`src/shared/lsv_pkg.sv`:
```
// Package of the line-side validation and gain register group.
// Assumes an APB slave with 32-bit data and one word per register.
package lsv_pkg;

  // ****************************************************************
  // Register indices; byte address is four times the index
  // ****************************************************************
  localparam logic [7:0] IDX_VALIDATION = 8'h0e;
  localparam logic [7:0] IDX_GAIN = 8'h0f;
  localparam logic [7:0] IDX_INTL_ONE = 8'h10;

  // ****************************************************************
  // Reset values
  // ****************************************************************
  localparam logic [7:0] RST_VALIDATION = 8'h04;
  localparam logic [7:0] RST_GAIN = 8'h00;
  localparam logic [7:0] RST_INTL_ONE = 8'h08;

  // ****************************************************************
  // Field positions
  // ****************************************************************
  localparam int VAL_PENDING_BIT = 2;
  localparam int VAL_RUNNING_BIT = 1;
  localparam int VAL_RESULT_BIT = 0;
  localparam int GAIN_TX_MUTE_BIT = 7;
  localparam int GAIN_TX_ATT_LSB = 4;
  localparam int GAIN_RX_MUTE_BIT = 3;
  localparam int GAIN_RX_SEL_LSB = 0;
  localparam int INTL_TERM_OFF_BIT = 7;
  localparam int INTL_ONHOOK_SPEED_BIT = 6;
  localparam int INTL_AC_TERM_BIT = 5;
  localparam int INTL_DC_TERM_LSB = 2;
  localparam int INTL_RING_THR_LSB = 0;
  localparam logic [7:0] INTL_WRITE_MASK = 8'hef;

  // ****************************************************************
  // On-hook counter lengths in sample periods
  // ****************************************************************
  localparam logic [12:0] ONHOOK_FAST_SAMPLES = 13'h0400;
  localparam logic [12:0] ONHOOK_SLOW_SAMPLES = 13'h1000;

  // ****************************************************************
  // Types
  // ****************************************************************
  typedef enum logic [1:0] {VFY_IDLE, VFY_RUN, VFY_DONE} lsv_vfy_t;

  typedef struct packed {
    lsv_vfy_t vfy;
    logic bad_part;
    logic [7:0] gain;
    logic [7:0] intl;
    logic [31:0] prdata;
    logic pready;
    logic pslverr;
    logic data_enable;
    logic tx_mute;
    logic [3:0] tx_atten_db;
    logic rx_mute;
    logic [3:0] rx_gain_db;
    logic [5:0] mon_atten_tenth_db;
    logic [12:0] onhook_samples;
    logic ac_complex;
    logic term_off_or_squelch;
    logic [1:0] dc_termination_sel;
    logic [1:0] ring_threshold_sel;
  } lsv_state_t;

endpackage

```
`src/rtl/lsv_regs.sv`:
```
// Line-side validation status, gain control and international control
// registers behind an APB slave, with decoded settings driven out.
// Assumes the link logic reports the line-side identity as a pulse with a
// match flag, and that all inputs are synchronous to CLK.
//
// How it works
// - First enable starts automatic line-side identity check
// - Pending bit reads 1 until check completes
// - Running bit reads 1 while check runs
// - Result 1 means wrong part; data suppressed
// - Gain bit 7 mutes transmit path
// - Bits 6:4 select transmit attenuation, 11x 12dB
// - Gain bit 3 mutes receive path
// - Bits 2:0 select receive gain, 1xx 12dB
// - Same bits select on-hook monitor attenuation
// - Gain register resets to all zeros
// - International control resets to 0x08 with fields
// - On-hook speed picks 1024 or 4096 samples
// - AC termination bit selects real or complex
//
// Register access over APB was chosen for this implementation.
`timescale 1ns/1ps
`default_nettype none

module lsv_regs (
  input wire logic CLK,
  input wire logic RSTN,
  input wire logic PSEL,
  input wire logic PENABLE,
  input wire logic PWRITE,
  input wire logic [7:0] PADDR,
  input wire logic [31:0] PWDATA,
  output logic [31:0] PRDATA,
  output logic PREADY,
  output logic PSLVERR,
  input wire logic LS_ENABLE,
  input wire logic LS_ID_VALID,
  input wire logic LS_ID_OK,
  output logic DATA_ENABLE,
  output logic TX_MUTE,
  output logic [3:0] TX_ATTEN_DB,
  output logic RX_MUTE,
  output logic [3:0] RX_GAIN_DB,
  output logic [5:0] MON_ATTEN_TENTH_DB,
  output logic [12:0] ONHOOK_SAMPLES,
  output logic AC_COMPLEX,
  output logic TERM_OFF_OR_SQUELCH,
  output logic [1:0] DC_TERMINATION_SEL,
  output logic [1:0] RING_THRESHOLD_SEL
);

  // ****************************************************************
  // Decoders
  // ****************************************************************
  function automatic logic [3:0] tx_atten_decode(input logic [2:0] sel);
    case (sel)
      3'h0: tx_atten_decode = 4'h0;
      3'h1: tx_atten_decode = 4'h3;
      3'h2: tx_atten_decode = 4'h6;
      3'h3: tx_atten_decode = 4'h9;
      3'h6, 3'h7: tx_atten_decode = 4'hc;
      // Codes 10x have no defined setting; they fall back to 0 dB.
      default: tx_atten_decode = 4'h0;
    endcase
  endfunction

  function automatic logic [3:0] rx_gain_decode(input logic [2:0] sel);
    if (sel[2])
    begin
      rx_gain_decode = 4'hc;
    end
    else
    begin
      case (sel[1:0])
        2'h0: rx_gain_decode = 4'h0;
        2'h1: rx_gain_decode = 4'h3;
        2'h2: rx_gain_decode = 4'h6;
        default: rx_gain_decode = 4'h9;
      endcase
    end
  endfunction

  // The monitor steps are not whole decibels, so the result is given in
  // tenths of a decibel.
  function automatic logic [5:0] mon_atten_decode(input logic [2:0] sel);
    if (sel[2])
    begin
      mon_atten_decode = 6'h32;
    end
    else
    begin
      case (sel[1:0])
        2'h0: mon_atten_decode = 6'h00;
        2'h1: mon_atten_decode = 6'h0a;
        2'h2: mon_atten_decode = 6'h16;
        default: mon_atten_decode = 6'h23;
      endcase
    end
  endfunction

  // Registers sit one per aligned word, so the index moves up two bits.
  function automatic logic [7:0] byte_addr(input logic [7:0] idx);
    byte_addr = {idx[5:0], 2'h0};
  endfunction

  // One-hot register select: bit 0 validation, bit 1 gain, bit 2
  // international control; no bit is set for an unmapped address.
  function automatic logic [2:0] reg_select(input logic [7:0] addr);
    reg_select = 3'h0;
    if (addr == byte_addr(lsv_pkg::IDX_VALIDATION))
    begin
      reg_select[0] = 1'b1;
    end
    if (addr == byte_addr(lsv_pkg::IDX_GAIN))
    begin
      reg_select[1] = 1'b1;
    end
    if (addr == byte_addr(lsv_pkg::IDX_INTL_ONE))
    begin
      reg_select[2] = 1'b1;
    end
  endfunction

  // ****************************************************************
  // State
  // ****************************************************************
  lsv_pkg::lsv_state_t s_q;
  lsv_pkg::lsv_state_t s_d;
  logic [7:0] val_view;
  logic [2:0] hit;
  logic setup;
  logic access;

  always_comb
  begin
    s_d = s_q;
    hit = reg_select(PADDR);
    setup = PSEL && !PENABLE;
    access = PSEL && PENABLE && s_q.pready;
    // Status bits are built afresh each cycle from the check state.
    val_view = 8'h00;
    val_view[lsv_pkg::VAL_PENDING_BIT] =
      (s_q.vfy != lsv_pkg::VFY_DONE);
    val_view[lsv_pkg::VAL_RUNNING_BIT] =
      (s_q.vfy == lsv_pkg::VFY_RUN);
    val_view[lsv_pkg::VAL_RESULT_BIT] = s_q.bad_part;

    // ****************************************************************
    // Identity check
    // ****************************************************************
    // The check runs once, on the first enable only. A part swapped
    // later is not caught until the next reset, which keeps the result
    // bit steady for software that has already read it.
    case (s_q.vfy)
      lsv_pkg::VFY_IDLE:
      begin
        if (LS_ENABLE)
        begin
          s_d.vfy = lsv_pkg::VFY_RUN;
        end
      end
      lsv_pkg::VFY_RUN:
      begin
        // The match flag counts only in the cycle of the result pulse.
        if (LS_ID_VALID)
        begin
          s_d.vfy = lsv_pkg::VFY_DONE;
          s_d.bad_part = !LS_ID_OK;
        end
      end
      lsv_pkg::VFY_DONE:
      begin
        s_d.vfy = lsv_pkg::VFY_DONE;
      end
      default:
      begin
        s_d.vfy = lsv_pkg::VFY_IDLE;
      end
    endcase

    // ****************************************************************
    // APB slave
    // ****************************************************************
    // Read data and error are prepared in the setup cycle, so every
    // access phase completes in its first cycle. The error flag is
    // cleared in every other cycle, so it stands only beside PREADY.
    s_d.pready = setup;
    s_d.pslverr = 1'b0;
    if (setup)
    begin
      s_d.prdata = 32'h0000_0000;
      if (hit[0])
      begin
        s_d.prdata[7:0] = val_view;
        // The validation register is read-only; a write is refused.
        s_d.pslverr = PWRITE;
      end
      else if (hit[1])
      begin
        s_d.prdata[7:0] = s_q.gain;
      end
      else if (hit[2])
      begin
        s_d.prdata[7:0] = s_q.intl;
      end
      else
      begin
        s_d.pslverr = 1'b1;
      end
    end

    if (access && PWRITE && !s_q.pslverr)
    begin
      if (hit[1])
      begin
        s_d.gain = PWDATA[7:0];
      end
      if (hit[2])
      begin
        // Reserved bit 4 is masked so that it always reads zero.
        s_d.intl = PWDATA[7:0] & lsv_pkg::INTL_WRITE_MASK;
      end
    end

    // ****************************************************************
    // Decoded settings
    // ****************************************************************
    // Decoded outputs follow the stored registers one cycle later; the
    // extra cycle keeps every output straight from a flip-flop.
    s_d.data_enable = (s_q.vfy == lsv_pkg::VFY_DONE) && !s_q.bad_part;
    s_d.tx_mute = s_q.gain[lsv_pkg::GAIN_TX_MUTE_BIT];
    s_d.tx_atten_db = tx_atten_decode(
      s_q.gain[lsv_pkg::GAIN_TX_ATT_LSB +: 3]);
    s_d.rx_mute = s_q.gain[lsv_pkg::GAIN_RX_MUTE_BIT];
    s_d.rx_gain_db = rx_gain_decode(
      s_q.gain[lsv_pkg::GAIN_RX_SEL_LSB +: 3]);
    s_d.mon_atten_tenth_db = mon_atten_decode(
      s_q.gain[lsv_pkg::GAIN_RX_SEL_LSB +: 3]);
    // Only the counter length is chosen here; the count runs elsewhere.
    s_d.onhook_samples = s_q.intl[lsv_pkg::INTL_ONHOOK_SPEED_BIT] ?
      lsv_pkg::ONHOOK_SLOW_SAMPLES : lsv_pkg::ONHOOK_FAST_SAMPLES;
    s_d.ac_complex = s_q.intl[lsv_pkg::INTL_AC_TERM_BIT];
    s_d.term_off_or_squelch = s_q.intl[lsv_pkg::INTL_TERM_OFF_BIT];
    s_d.dc_termination_sel = s_q.intl[lsv_pkg::INTL_DC_TERM_LSB +: 2];
    s_d.ring_threshold_sel = s_q.intl[lsv_pkg::INTL_RING_THR_LSB +: 2];
  end

  always_ff @(posedge CLK or negedge RSTN)
  begin
    // Decoded outputs reset to what the register reset values decode
    // to, so nothing downstream sees a setting software never chose.
    if (!RSTN)
    begin
      s_q.vfy <= lsv_pkg::VFY_IDLE;
      s_q.bad_part <= 1'b0;
      s_q.gain <= lsv_pkg::RST_GAIN;
      s_q.intl <= lsv_pkg::RST_INTL_ONE;
      s_q.prdata <= 32'h0000_0000;
      s_q.pready <= 1'b0;
      s_q.pslverr <= 1'b0;
      s_q.data_enable <= 1'b0;
      s_q.tx_mute <= 1'b0;
      s_q.tx_atten_db <= 4'h0;
      s_q.rx_mute <= 1'b0;
      s_q.rx_gain_db <= 4'h0;
      s_q.mon_atten_tenth_db <= 6'h00;
      s_q.onhook_samples <= lsv_pkg::ONHOOK_FAST_SAMPLES;
      s_q.ac_complex <= 1'b0;
      s_q.term_off_or_squelch <= 1'b0;
      s_q.dc_termination_sel <=
        lsv_pkg::RST_INTL_ONE[lsv_pkg::INTL_DC_TERM_LSB +: 2];
      s_q.ring_threshold_sel <= 2'h0;
    end
    else
    begin
      s_q <= s_d;
    end
  end

  // ****************************************************************
  // Outputs
  // ****************************************************************
  // Every output is a plain copy of a state bit, so none can glitch.
  assign PRDATA = s_q.prdata;
  assign PREADY = s_q.pready;
  assign PSLVERR = s_q.pslverr;
  assign DATA_ENABLE = s_q.data_enable;
  assign TX_MUTE = s_q.tx_mute;
  assign TX_ATTEN_DB = s_q.tx_atten_db;
  assign RX_MUTE = s_q.rx_mute;
  assign RX_GAIN_DB = s_q.rx_gain_db;
  assign MON_ATTEN_TENTH_DB = s_q.mon_atten_tenth_db;
  assign ONHOOK_SAMPLES = s_q.onhook_samples;
  assign AC_COMPLEX = s_q.ac_complex;
  assign TERM_OFF_OR_SQUELCH = s_q.term_off_or_squelch;
  assign DC_TERMINATION_SEL = s_q.dc_termination_sel;
  assign RING_THRESHOLD_SEL = s_q.ring_threshold_sel;

endmodule

`default_nettype wire

```
`config.mk`:
```
export PLATFORM = sky130hd
export DESIGN_NAME = lsv_regs
export DESIGN_NICKNAME = d
export VERILOG_FILES = /design/src/shared/lsv_pkg.sv /design/src/rtl/lsv_regs.sv
export SDC_FILE = /design/constraint.sdc
export NUM_CORES = 1
export LEC_CHECK = 0
export BUFFER_PORTS_ARGS = -buffer_cell sky130_fd_sc_hd__buf_2
export CORE_ASPECT_RATIO = 0.9
export CORE_MARGIN = 2
export CORE_UTILIZATION = 40
export DETAILED_ROUTE_END_ITERATION = 10
export GPL_TIMING_DRIVEN = 0
export PLACE_DENSITY_LB_ADDON = 0.05
export SYNTH_ARGS = -nofsm -noshare
export SYNTH_HDL_FRONTEND = slang
export SYNTH_SLANG_ARGS = --single-unit
export TNS_END_PERCENT = 10
```
`constraint.sdc`:
```
create_clock -name CLK -period 1.7 [get_ports CLK]
set_input_delay 0.17 -clock CLK [delete_from_list [all_inputs] [get_ports CLK]]
set_output_delay 0.17 -clock CLK [all_outputs]
set_load 0.02 [all_outputs]
```
# Yosys cells after proc, flatten, opt, wreduce, memory -nomap -nowiden
# Cells that the tools add are included.
dict set report op_classes {
  bitwise_logic 0
  magnitude_cmp 0
  n_eq_ne 15
  div_mod_pow 0
  n_shift 0
  n_mul 0
  n_addsub 0
  muxes 19
  reduce_logical 17
}
# op n
set ops {}
lappend ops {{2-to-1 mux 8 bit} 3}
lappend ops {{one-hot mux 6 bit (3 select lines)} 1}
lappend ops {{== test 8 x 6 -> 1 bit (second input constant)} 2}
lappend ops {{one-hot mux 4 bit (4 select lines)} 1}
lappend ops {{2-to-1 mux 13 bit} 1}
lappend ops {{one-hot mux 4 bit (3 select lines)} 1}
lappend ops {{== test 8 x 7 -> 1 bit (second input constant)} 1}
lappend ops {{AND reduction 2 bit} 4}
lappend ops {{2-to-1 mux 1 bit} 7}
lappend ops {{== test 3 x 2 -> 1 bit (second input constant)} 2}
lappend ops {{== test 3 bit (second input constant)} 2}
lappend ops {{logical AND 1 bit} 6}
lappend ops {{2-to-1 mux 6 bit} 1}
lappend ops {{inequality test 2 bit (second input constant)} 3}
lappend ops {{one-hot mux 2 bit (3 select lines)} 1}
lappend ops {{== test 2 x 1 -> 1 bit (second input constant)} 2}
lappend ops {{== test 2 bit (second input constant)} 2}
lappend ops {{zero test 1 bit} 4}
lappend ops {{zero test 2 bit} 2}
lappend ops {{2-to-1 mux 4 bit} 1}
lappend ops {{== test 3 x 1 -> 1 bit (second input constant)} 1}
lappend ops {{2-to-1 mux 3 bit} 1}
lappend ops {{2-to-1 mux 2 bit} 1}
lappend ops {{OR reduction 2 bit} 1}
dict set report word_totals {
  ram_bits 0
  elab_cells 69
  mem_count 0
  latch_bits 0
  rom_bits 0
  in_bits 48
  register_bits 64
  output_inout_bits 70
}

# Depth between registers and ports, before layout
# Gate-level depths: netlist of run 1.
dict set report logic_depth {
  ltp_word 6
  ltp_mapped 5
  ltp_nobuf 5
}

# Worst setup path before layout of run 1
# OpenSTA, ideal clock, no wires.
dict set report synth_path {
  path_type {register to register}
  startpoint {reg s_q, in the netlist PREADY}
  endpoint {reg s_q, in the netlist s_d[29]}
  period_less_slack_ns 1.448
  n_path_buf 0
  path_stages_with_launch 5
  arrival_ns 1.323
  setup_slack_ns 0.252
  setup_time_ns 0.125
  required_time_ns 1.575
  cell_sequence {dfrtp_1 nand4_1 or2_1 nor2_4 mux2_2}
}
dict set report synth_between {
  elab_chain_cells 4
}
# element line_no
set synth_rtl {}
lappend synth_rtl {{start, declared} lsv_regs.sv:127} ;# lsv_pkg::lsv_state_t s_q;
lappend synth_rtl {{logical AND 1 bit} lsv_regs.sv:139} ;# access = PSEL && PENABLE && s_q.pready;
lappend synth_rtl {{logical AND 1 bit (2 in series)} lsv_regs.sv:212} ;# if (access && PWRITE && !s_q.pslverr)
lappend synth_rtl {{AND reduction 2 bit (no source line)} --}
# Every way passes these cells.
# A chain may end at the register's enable or synchronous reset.

# Worst setup path in the final report of run 1
dict set report layout_path {
  startpoint {reg s_q, in the netlist PREADY}
  endpoint {reg s_q[80] (netlist name)}
}
# The elaborated chain is that of the path after synthesis.

==> out/metrics.cfg, run 1 <==
[route]
vias = 1538
drtAntennaViolNets = 0
dr.pass1.iters = 4
wl_mm = 4.12
viasPerCell = 4.10
drc = 0
routedWlPerCell_um = 11.0
dr.first_iter.drc_count = 35

[synthesis]
synth_cells = 205
synth_top_area_share_pct = 49.6
synth_area_leaders = dfrtp_1, buf_4, mux2_2
synth.yosys.seq_area_share_pct = 52.8
yosys_warnings = 0
syn_area_um2 = 2420
avgSynthCellArea_um2 = 11.8
ys.flop_type = dfrtp_1
synth_largest_area_cell = dfrtp_1
synth-seq-cells = 51
ys_types = 38
synth_edf_count = 0
synthArstFlopShare_pct = 100

[placed_design]
gp_congestion = 0.761
portBuffers = 58
pre_cts_slack_ns = 0.182
place_area_um2 = 2930
dp_hpwl_mm = 3.16
dp_cells = 367

[sta]
fin_crit_sh_pct = 86.7
fin_setup_tns_ns = 0
setup_slack_ns = 0.226
hold_viol = 0
hold_ws_ns = 0.0527
fin_worst_skew_ns = 0.00700
drv_slew = 0
fin_crit_ns = 1.47
setup_viol = 0
fmax_mhz = 678
tightest_slew_ns = 1.08
relSlewSlack_pct = 28.0
rsz0062_at_grt = false

[global_routing]
grt_pass1_vias = 1381
use_met1_pct = 17.8
grt_most_used_layer = met2
grtUsageMet3_pct = 3.62
overflow = 0
grt_pass1_wl_mm = 6.71
met2_usage_pct = 19.7
grt_max_degree = 52
grtUsageTotal_pct = 12.9
antenna_found_initial = 0

[floorplanning]
die_w_um = 86.0
initial_core_util_pct = 42.1
num_rows = 26
core_um2 = 5760
die_h_um = 77.8
design.die.area_um2 = 6700
io_pins = 118

[clock_network]
htreeDepth = 2
cts-root-buf = clkbuf_8
path_clk_slew_ns = 0.09
cts-buffers-inserted = 5
clock_sinks = 51
cts_buffer_depth = 2
clk_latency_ns = 0.29
post_cts_buffers = 0
tritoncts = built
post_cts_resized = 0
cts_hold_buf = 0

[pwr]
p_sw_uw = 569
sequentialPowerShare_pct = 57.8
p_comb_share_pct = 13.1
irDropWorstVdd_v = 0.000533
powerDensity_nw_per_um2 = 743
swShare_pct = 25.5
p_leak_uw = 0.00178
p_int_uw = 1670
power_frac_clock_pct = 29.0

[final_layout]
post-route-cell-area_um2 = 3010
fin_nets = 356
area_growth_pct = 24.2
n_antenna_cell = 0
drive_above_1_share_pct = 49.5
final_cell_count_no_fill = 375

[critical_path]
path_buf_inv = 0
path_max_fanout = 8
startpoint_type = flip-flop
crit_arrival_ns = 1.65
path_cells = nand4_1 -> or2_1 -> nor2_4 -> mux2_2
cp.required_ns = 1.88
critPathKind = reg2reg
cp_top_family = simple AND/OR/NAND/NOR gates
end_kind = flip-flop
cp_slowest_cell = mux2_2
critPathMaxStageDelay_ns = 0.37

[outcome]
status = finished clean

[min_path]
holdCritPathClass = in2reg

[flow_run]
cap_viol_max_count = 0

==> placed cells by master (no fill, tap or decap), drive strengths merged, types with 2 or more instances in the layout <==
| cell type | synthesis | final |
|---|---|---|
| buf | 64 | 122 |
| o221ai | 3 | 3 |
| nor3 | 3 | 3 |
| mux2 | 15 | 15 |
| o21ai | 2 | 2 |
| dfrtp | 48 | 48 |
| or2 | 3 | 3 |
| dfstp | 3 | 3 |
| nand2b | 2 | 2 |
| nand2 | 9 | 9 |
| a22oi | 2 | 2 |
| conb | 1 | 35 |
| nor2 | 9 | 9 |
| inv | 7 | 7 |
| nand4 | 2 | 2 |
| clkbuf | 1 | 9 |
| nor2b | 6 | 6 |
| a221o | 4 | 4 |
| and3b | 2 | 2 |
| and2 | 4 | 4 |
| ha | 4 | 4 |
==> sequential cells by signal, summed over array words and instances (netlist names) <==
signal	cells
AC_COMPLEX	1
DATA_ENABLE	1
DC_TERMINATION_SEL	2
MON_ATTEN_TENTH_DB	6
ONHOOK_SAMPLES	2
PRDATA	8
PREADY	1
PSLVERR	1
RING_THRESHOLD_SEL	2
RX_GAIN_DB	2
RX_MUTE	1
TERM_OFF_OR_SQUELCH	1
TX_ATTEN_DB	4
TX_MUTE	1
s_d	8
s_q	10
==> logic make-up after synthesis <==
| kind of cell | share of synthesized area [%] |
|---|---|
| AOI/OAI and AO/OA | 5.11 |
| xor gates and xnor gates | 0.362 |
| adders and majority gates | 2.07 |
| buffers and inverters | 21.2 |
| DFF | 52.8 |
| muxes | 7.39 |
| other | 0.155 |
| and+or+nand+nor | 10.8 |
==> Yosys cell counts, drive strengths merged, types with 2 or more instances <==
library cell / number
a221o: 4
a22oi: 2
and2: 4
and3b: 2
buf: 64
dfrtp: 48
dfstp: 3
ha: 4
inv: 7
mux2: 15
nand2: 9
nand2b: 2
nand4: 2
nor2: 9
nor2b: 6
nor3: 3
o21ai: 2
o221ai: 3
or2: 3
==> final cells by class <==
| type | instances | area, um^2 |
|---|---|---|
| Buffer | 65 | 488 |
| Clock buffer | 8 | 80.1 |
| Fill cell | 545 | 2750 |
| Inverter | 7 | 26.3 |
| Multi-Input combinational cell | 116 | 756 |
| Sequential cell | 51 | 1280 |
| Tap cell | 70 | 87.6 |
| Timing Repair Buffer | 58 | 290 |
==> metal layers <==
layer	routed length, um	vias up	part of all wire (%)
li1	-	785	-
met1	1930	680	47
met2	1760	68	43
met3	384	5	9.3
met4	52	0	1.3
met5	0	-	0
==> power by group through the flow <==
stage          registers [uW]  logic, uW  clock network (uW)
6_report                 1290        294                 649
5_1_grt                  1300        323                 727
4_1_cts                  1290        294                 676
3_5_place_dp             1310        295                   0
3_3_place_gp             1310        292                   0
2_1_floorplan            1320        197                   0
==> worst paths after layout <==
check	start	end	slack (ns)	depth (start not counted)
max reg2reg	PREADY$_DFF_PN0_	s_q[80]$_DFFE_PN0P_	0.23	4
min	LS_ID_OK	s_q[86]$_DFFE_PN0P_	0.05	2
max in group asynchronous	RSTN	s_q[80]$_DFFE_PN0P_	0.97	1
min reg2reg	s_d[3]$_DFFE_PN1P_	DC_TERMINATION_SEL[1]$_DFF_PN1_	0.38	0
min in group asynchronous	RSTN	DC_TERMINATION_SEL[0]$_DFF_PN0_	0.07	1
max	PREADY$_DFF_PN0_	s_q[80]$_DFFE_PN0P_	0.23	4
==> stage by stage <==
stage                     total power, uW  utilization [%]
after detailed placement             1610             50.8
final                                2230             52.2
after global placement               1600             50.8
after global routing                 2350             52.2
after CTS                            2260             52.2
after floorplan                      1520                -
Power figures use the tool's default switching activity.
==> inputs of run 2 (changes only) <==
--- a/constraint.sdc
+++ b/constraint.sdc
@@ -3,2 +3,2 @@
 set_output_delay 0.17 -clock CLK [all_outputs]
-set_load 0.02 [all_outputs]
+set_load 0.1 [all_outputs]
==> out/metrics.cfg, run 2 (synthesis results as in run 1) <==
[min_path]
hp-start = LS_ID_OK
holdPathEnd = s_q[86]$_DFFE_PN0P_
whs_path_depth = 2  ; unchanged
holdCritPathClass = in2reg

[critical_path]
cp_top_family = simple AND/OR/NAND/NOR gates
r2r-start = PREADY$_DFF_PN0_
rrSetupSlack_ns = 0.18  ; -0.05 ns
path_buf_inv = 0  ; unchanged
r2r_cells = 4  ; unchanged
cp.required_ns = 1.88  ; about the same
critPathKind = reg2reg
end_kind = flip-flop
startpoint_type = flip-flop
rr_endpoint = s_q[84]$_DFFE_PN0P_
path_max_fanout = 8  ; unchanged
path_cells = nand4_1 -> or2_1 -> nor2_4 -> mux2_2
cp_slowest_cell = dfrtp_4
critPathMaxStageDelay_ns = 0.42  ; +0.05 ns
crit_arrival_ns = 1.70  ; +0.05 ns

[pwr]
p_leak_uw = 0.00179  ; +0.30%
p_total_uw = 2600  ; +16%
powerDensity_nw_per_um2 = 860  ; +16%
irDropWorstVdd_v = 0.000655  ; +23%

[sta]
fin_setup_tns_ns = 0  ; unchanged
fin_worst_skew_ns = 0.00477  ; -0.00223 ns
setup_viol = 0  ; unchanged
relSlewSlack_pct = 25.3  ; -2.8 points
tightest_slew_ns = 1.12  ; +0.0416 ns
hold_ws_ns = 0.0503  ; -0.00237 ns
hold_viol = 0  ; unchanged
fin_crit_sh_pct = 89.4  ; +2.7 points
fin_crit_ns = 1.52  ; +0.0455 ns
rsz0062_at_grt = false
drv_slew = 0  ; unchanged
fmax_mhz = 658  ; -3.0%

[clock_network]
path_clk_slew_ns = 0.09  ; about the same
cts-buffers-inserted = 5  ; unchanged
post_cts_buffers = 0  ; unchanged
htreeDepth = 2  ; unchanged
tritoncts = built
cts_buffer_depth = 2  ; unchanged
post_cts_resized = 0  ; unchanged
cts-root-buf = clkbuf_8
clk_latency_ns = 0.29  ; about the same
clock_sinks = 51  ; unchanged
cts_hold_buf = 0  ; unchanged

[placed_design]
dp_hpwl_mm = 3.18  ; +0.61%
gp_congestion = 0.747  ; -1.9%
portBuffers = 58  ; unchanged

[global_routing]
overflow = 0  ; unchanged
antenna_found_initial = 0  ; unchanged
grt_pass1_wl_mm = 6.70  ; -0.10%
grtUsageMet3_pct = 2.98  ; -0.64 points
grt_max_degree = 52  ; unchanged
grt_pass1_vias = 1400  ; +1.4%
grtUsageTotal_pct = 12.8  ; -0.079 points
met2_usage_pct = 19.1  ; -0.54 points
grt_most_used_layer = met2
use_met1_pct = 18.1  ; +0.26 points

[final_layout]
area_growth_pct = 24.5
layout_commonest_cell = buf_4
fin_nets = 356  ; unchanged
n_antenna_cell = 0  ; unchanged
drive_above_1_share_pct = 51.1  ; +1.6 points
top_register = s_q
largest_register_ffs = 10  ; unchanged
layout_common_cells = buf_4, buf_2, dfrtp_1

[floorplanning]
core_um2 = 5760  ; unchanged
io_pins = 118  ; unchanged
initial_core_util_pct = 42.1  ; unchanged
design.die.area_um2 = 6700  ; unchanged
die_h_um = 77.8  ; unchanged
num_rows = 26  ; unchanged
die_w_um = 86.0  ; unchanged

[route]
viasPerCell = 4.14  ; +0.85%
routedWlPerCell_um = 11.1  ; +1.2%
drc = 0  ; unchanged
wl_mm = 4.18  ; +1.2%
dr.first_iter.drc_count = 60  ; +71%
dr.pass1.iters = 5  ; +1
vias = 1551  ; +0.85%
drtAntennaViolNets = 0  ; unchanged

[outcome]
status = finished clean

[flow_run]
cap_viol_max_count = 0  ; unchanged

run 2: cell count changes in the layout (fill, tap and decap cells not counted), sizes merged:
cell    delta
clkbuf     -3
clkinv     +3
run 2: worst max-delay path by stage:
stage | cells after the start | to | startpoint
floorplan | 4 | s_d[29]$_DFFE_PN0P_ | PREADY$_DFF_PN0_
global placement | 4 | s_q[79]$_DFFE_PN0P_ | PREADY$_DFF_PN0_
finish | 4 | s_q[84]$_DFFE_PN0P_ | PREADY$_DFF_PN0_
CTS | 4 | s_q[80]$_DFFE_PN0P_ | PREADY$_DFF_PN0_
global route | 4 | s_q[80]$_DFFE_PN0P_ | PREADY$_DFF_PN0_
detailed placement | 4 | s_q[80]$_DFFE_PN0P_ | PREADY$_DFF_PN0_
run 2: cell type report:
class	instances	area, um^2
Clock inverter	3	15.0
Clock buffer	5	68.8
Buffer	65	488
Timing Repair Buffer	58	290
Multi-Input combinational cell	116	756
Sequential cell	51	1280
Fill cell	530	2740
Tap cell	70	87.6
Inverter	7	26.3
run 2: worst reg2reg max path: cells and delay by family (launching register included):
family,cells,cell delay (ns)
multiplexers,1,0.38
flip-flops,1,0.42
AND/OR/NAND/NOR,3,0.61
run 2: layer usage:
metal	vias up	part of all wire [%]
met5	-	0
met4	0	1.1
met3	5	9.0
met2	75	42
met1	692	47
li1	779	-
run 2: power by group:
part	switching, uW	total (uW)	internal (uW)
clock network	377	659	282
logic	529	646	117
registers	32.6	1290	1260
total	939	2600	1660
run 2: per-stage QoR:
| stage | cells | cell area, um^2 | util [%] | worst slack, ns |
|---|---|---|---|---|
| finish | 375 | 3020 | 52.4 | 0.180 |
| global route | 375 | 3020 | 52.4 | 0.131 |
| CTS | 375 | 3020 | 52.4 | 0.175 |
| detailed placement | 367 | 2930 | 50.9 | 0.190 |
| global placement | 367 | 2930 | 50.9 | 0.200 |
| floorplan | 239 | 2550 | - | 0.0686 |
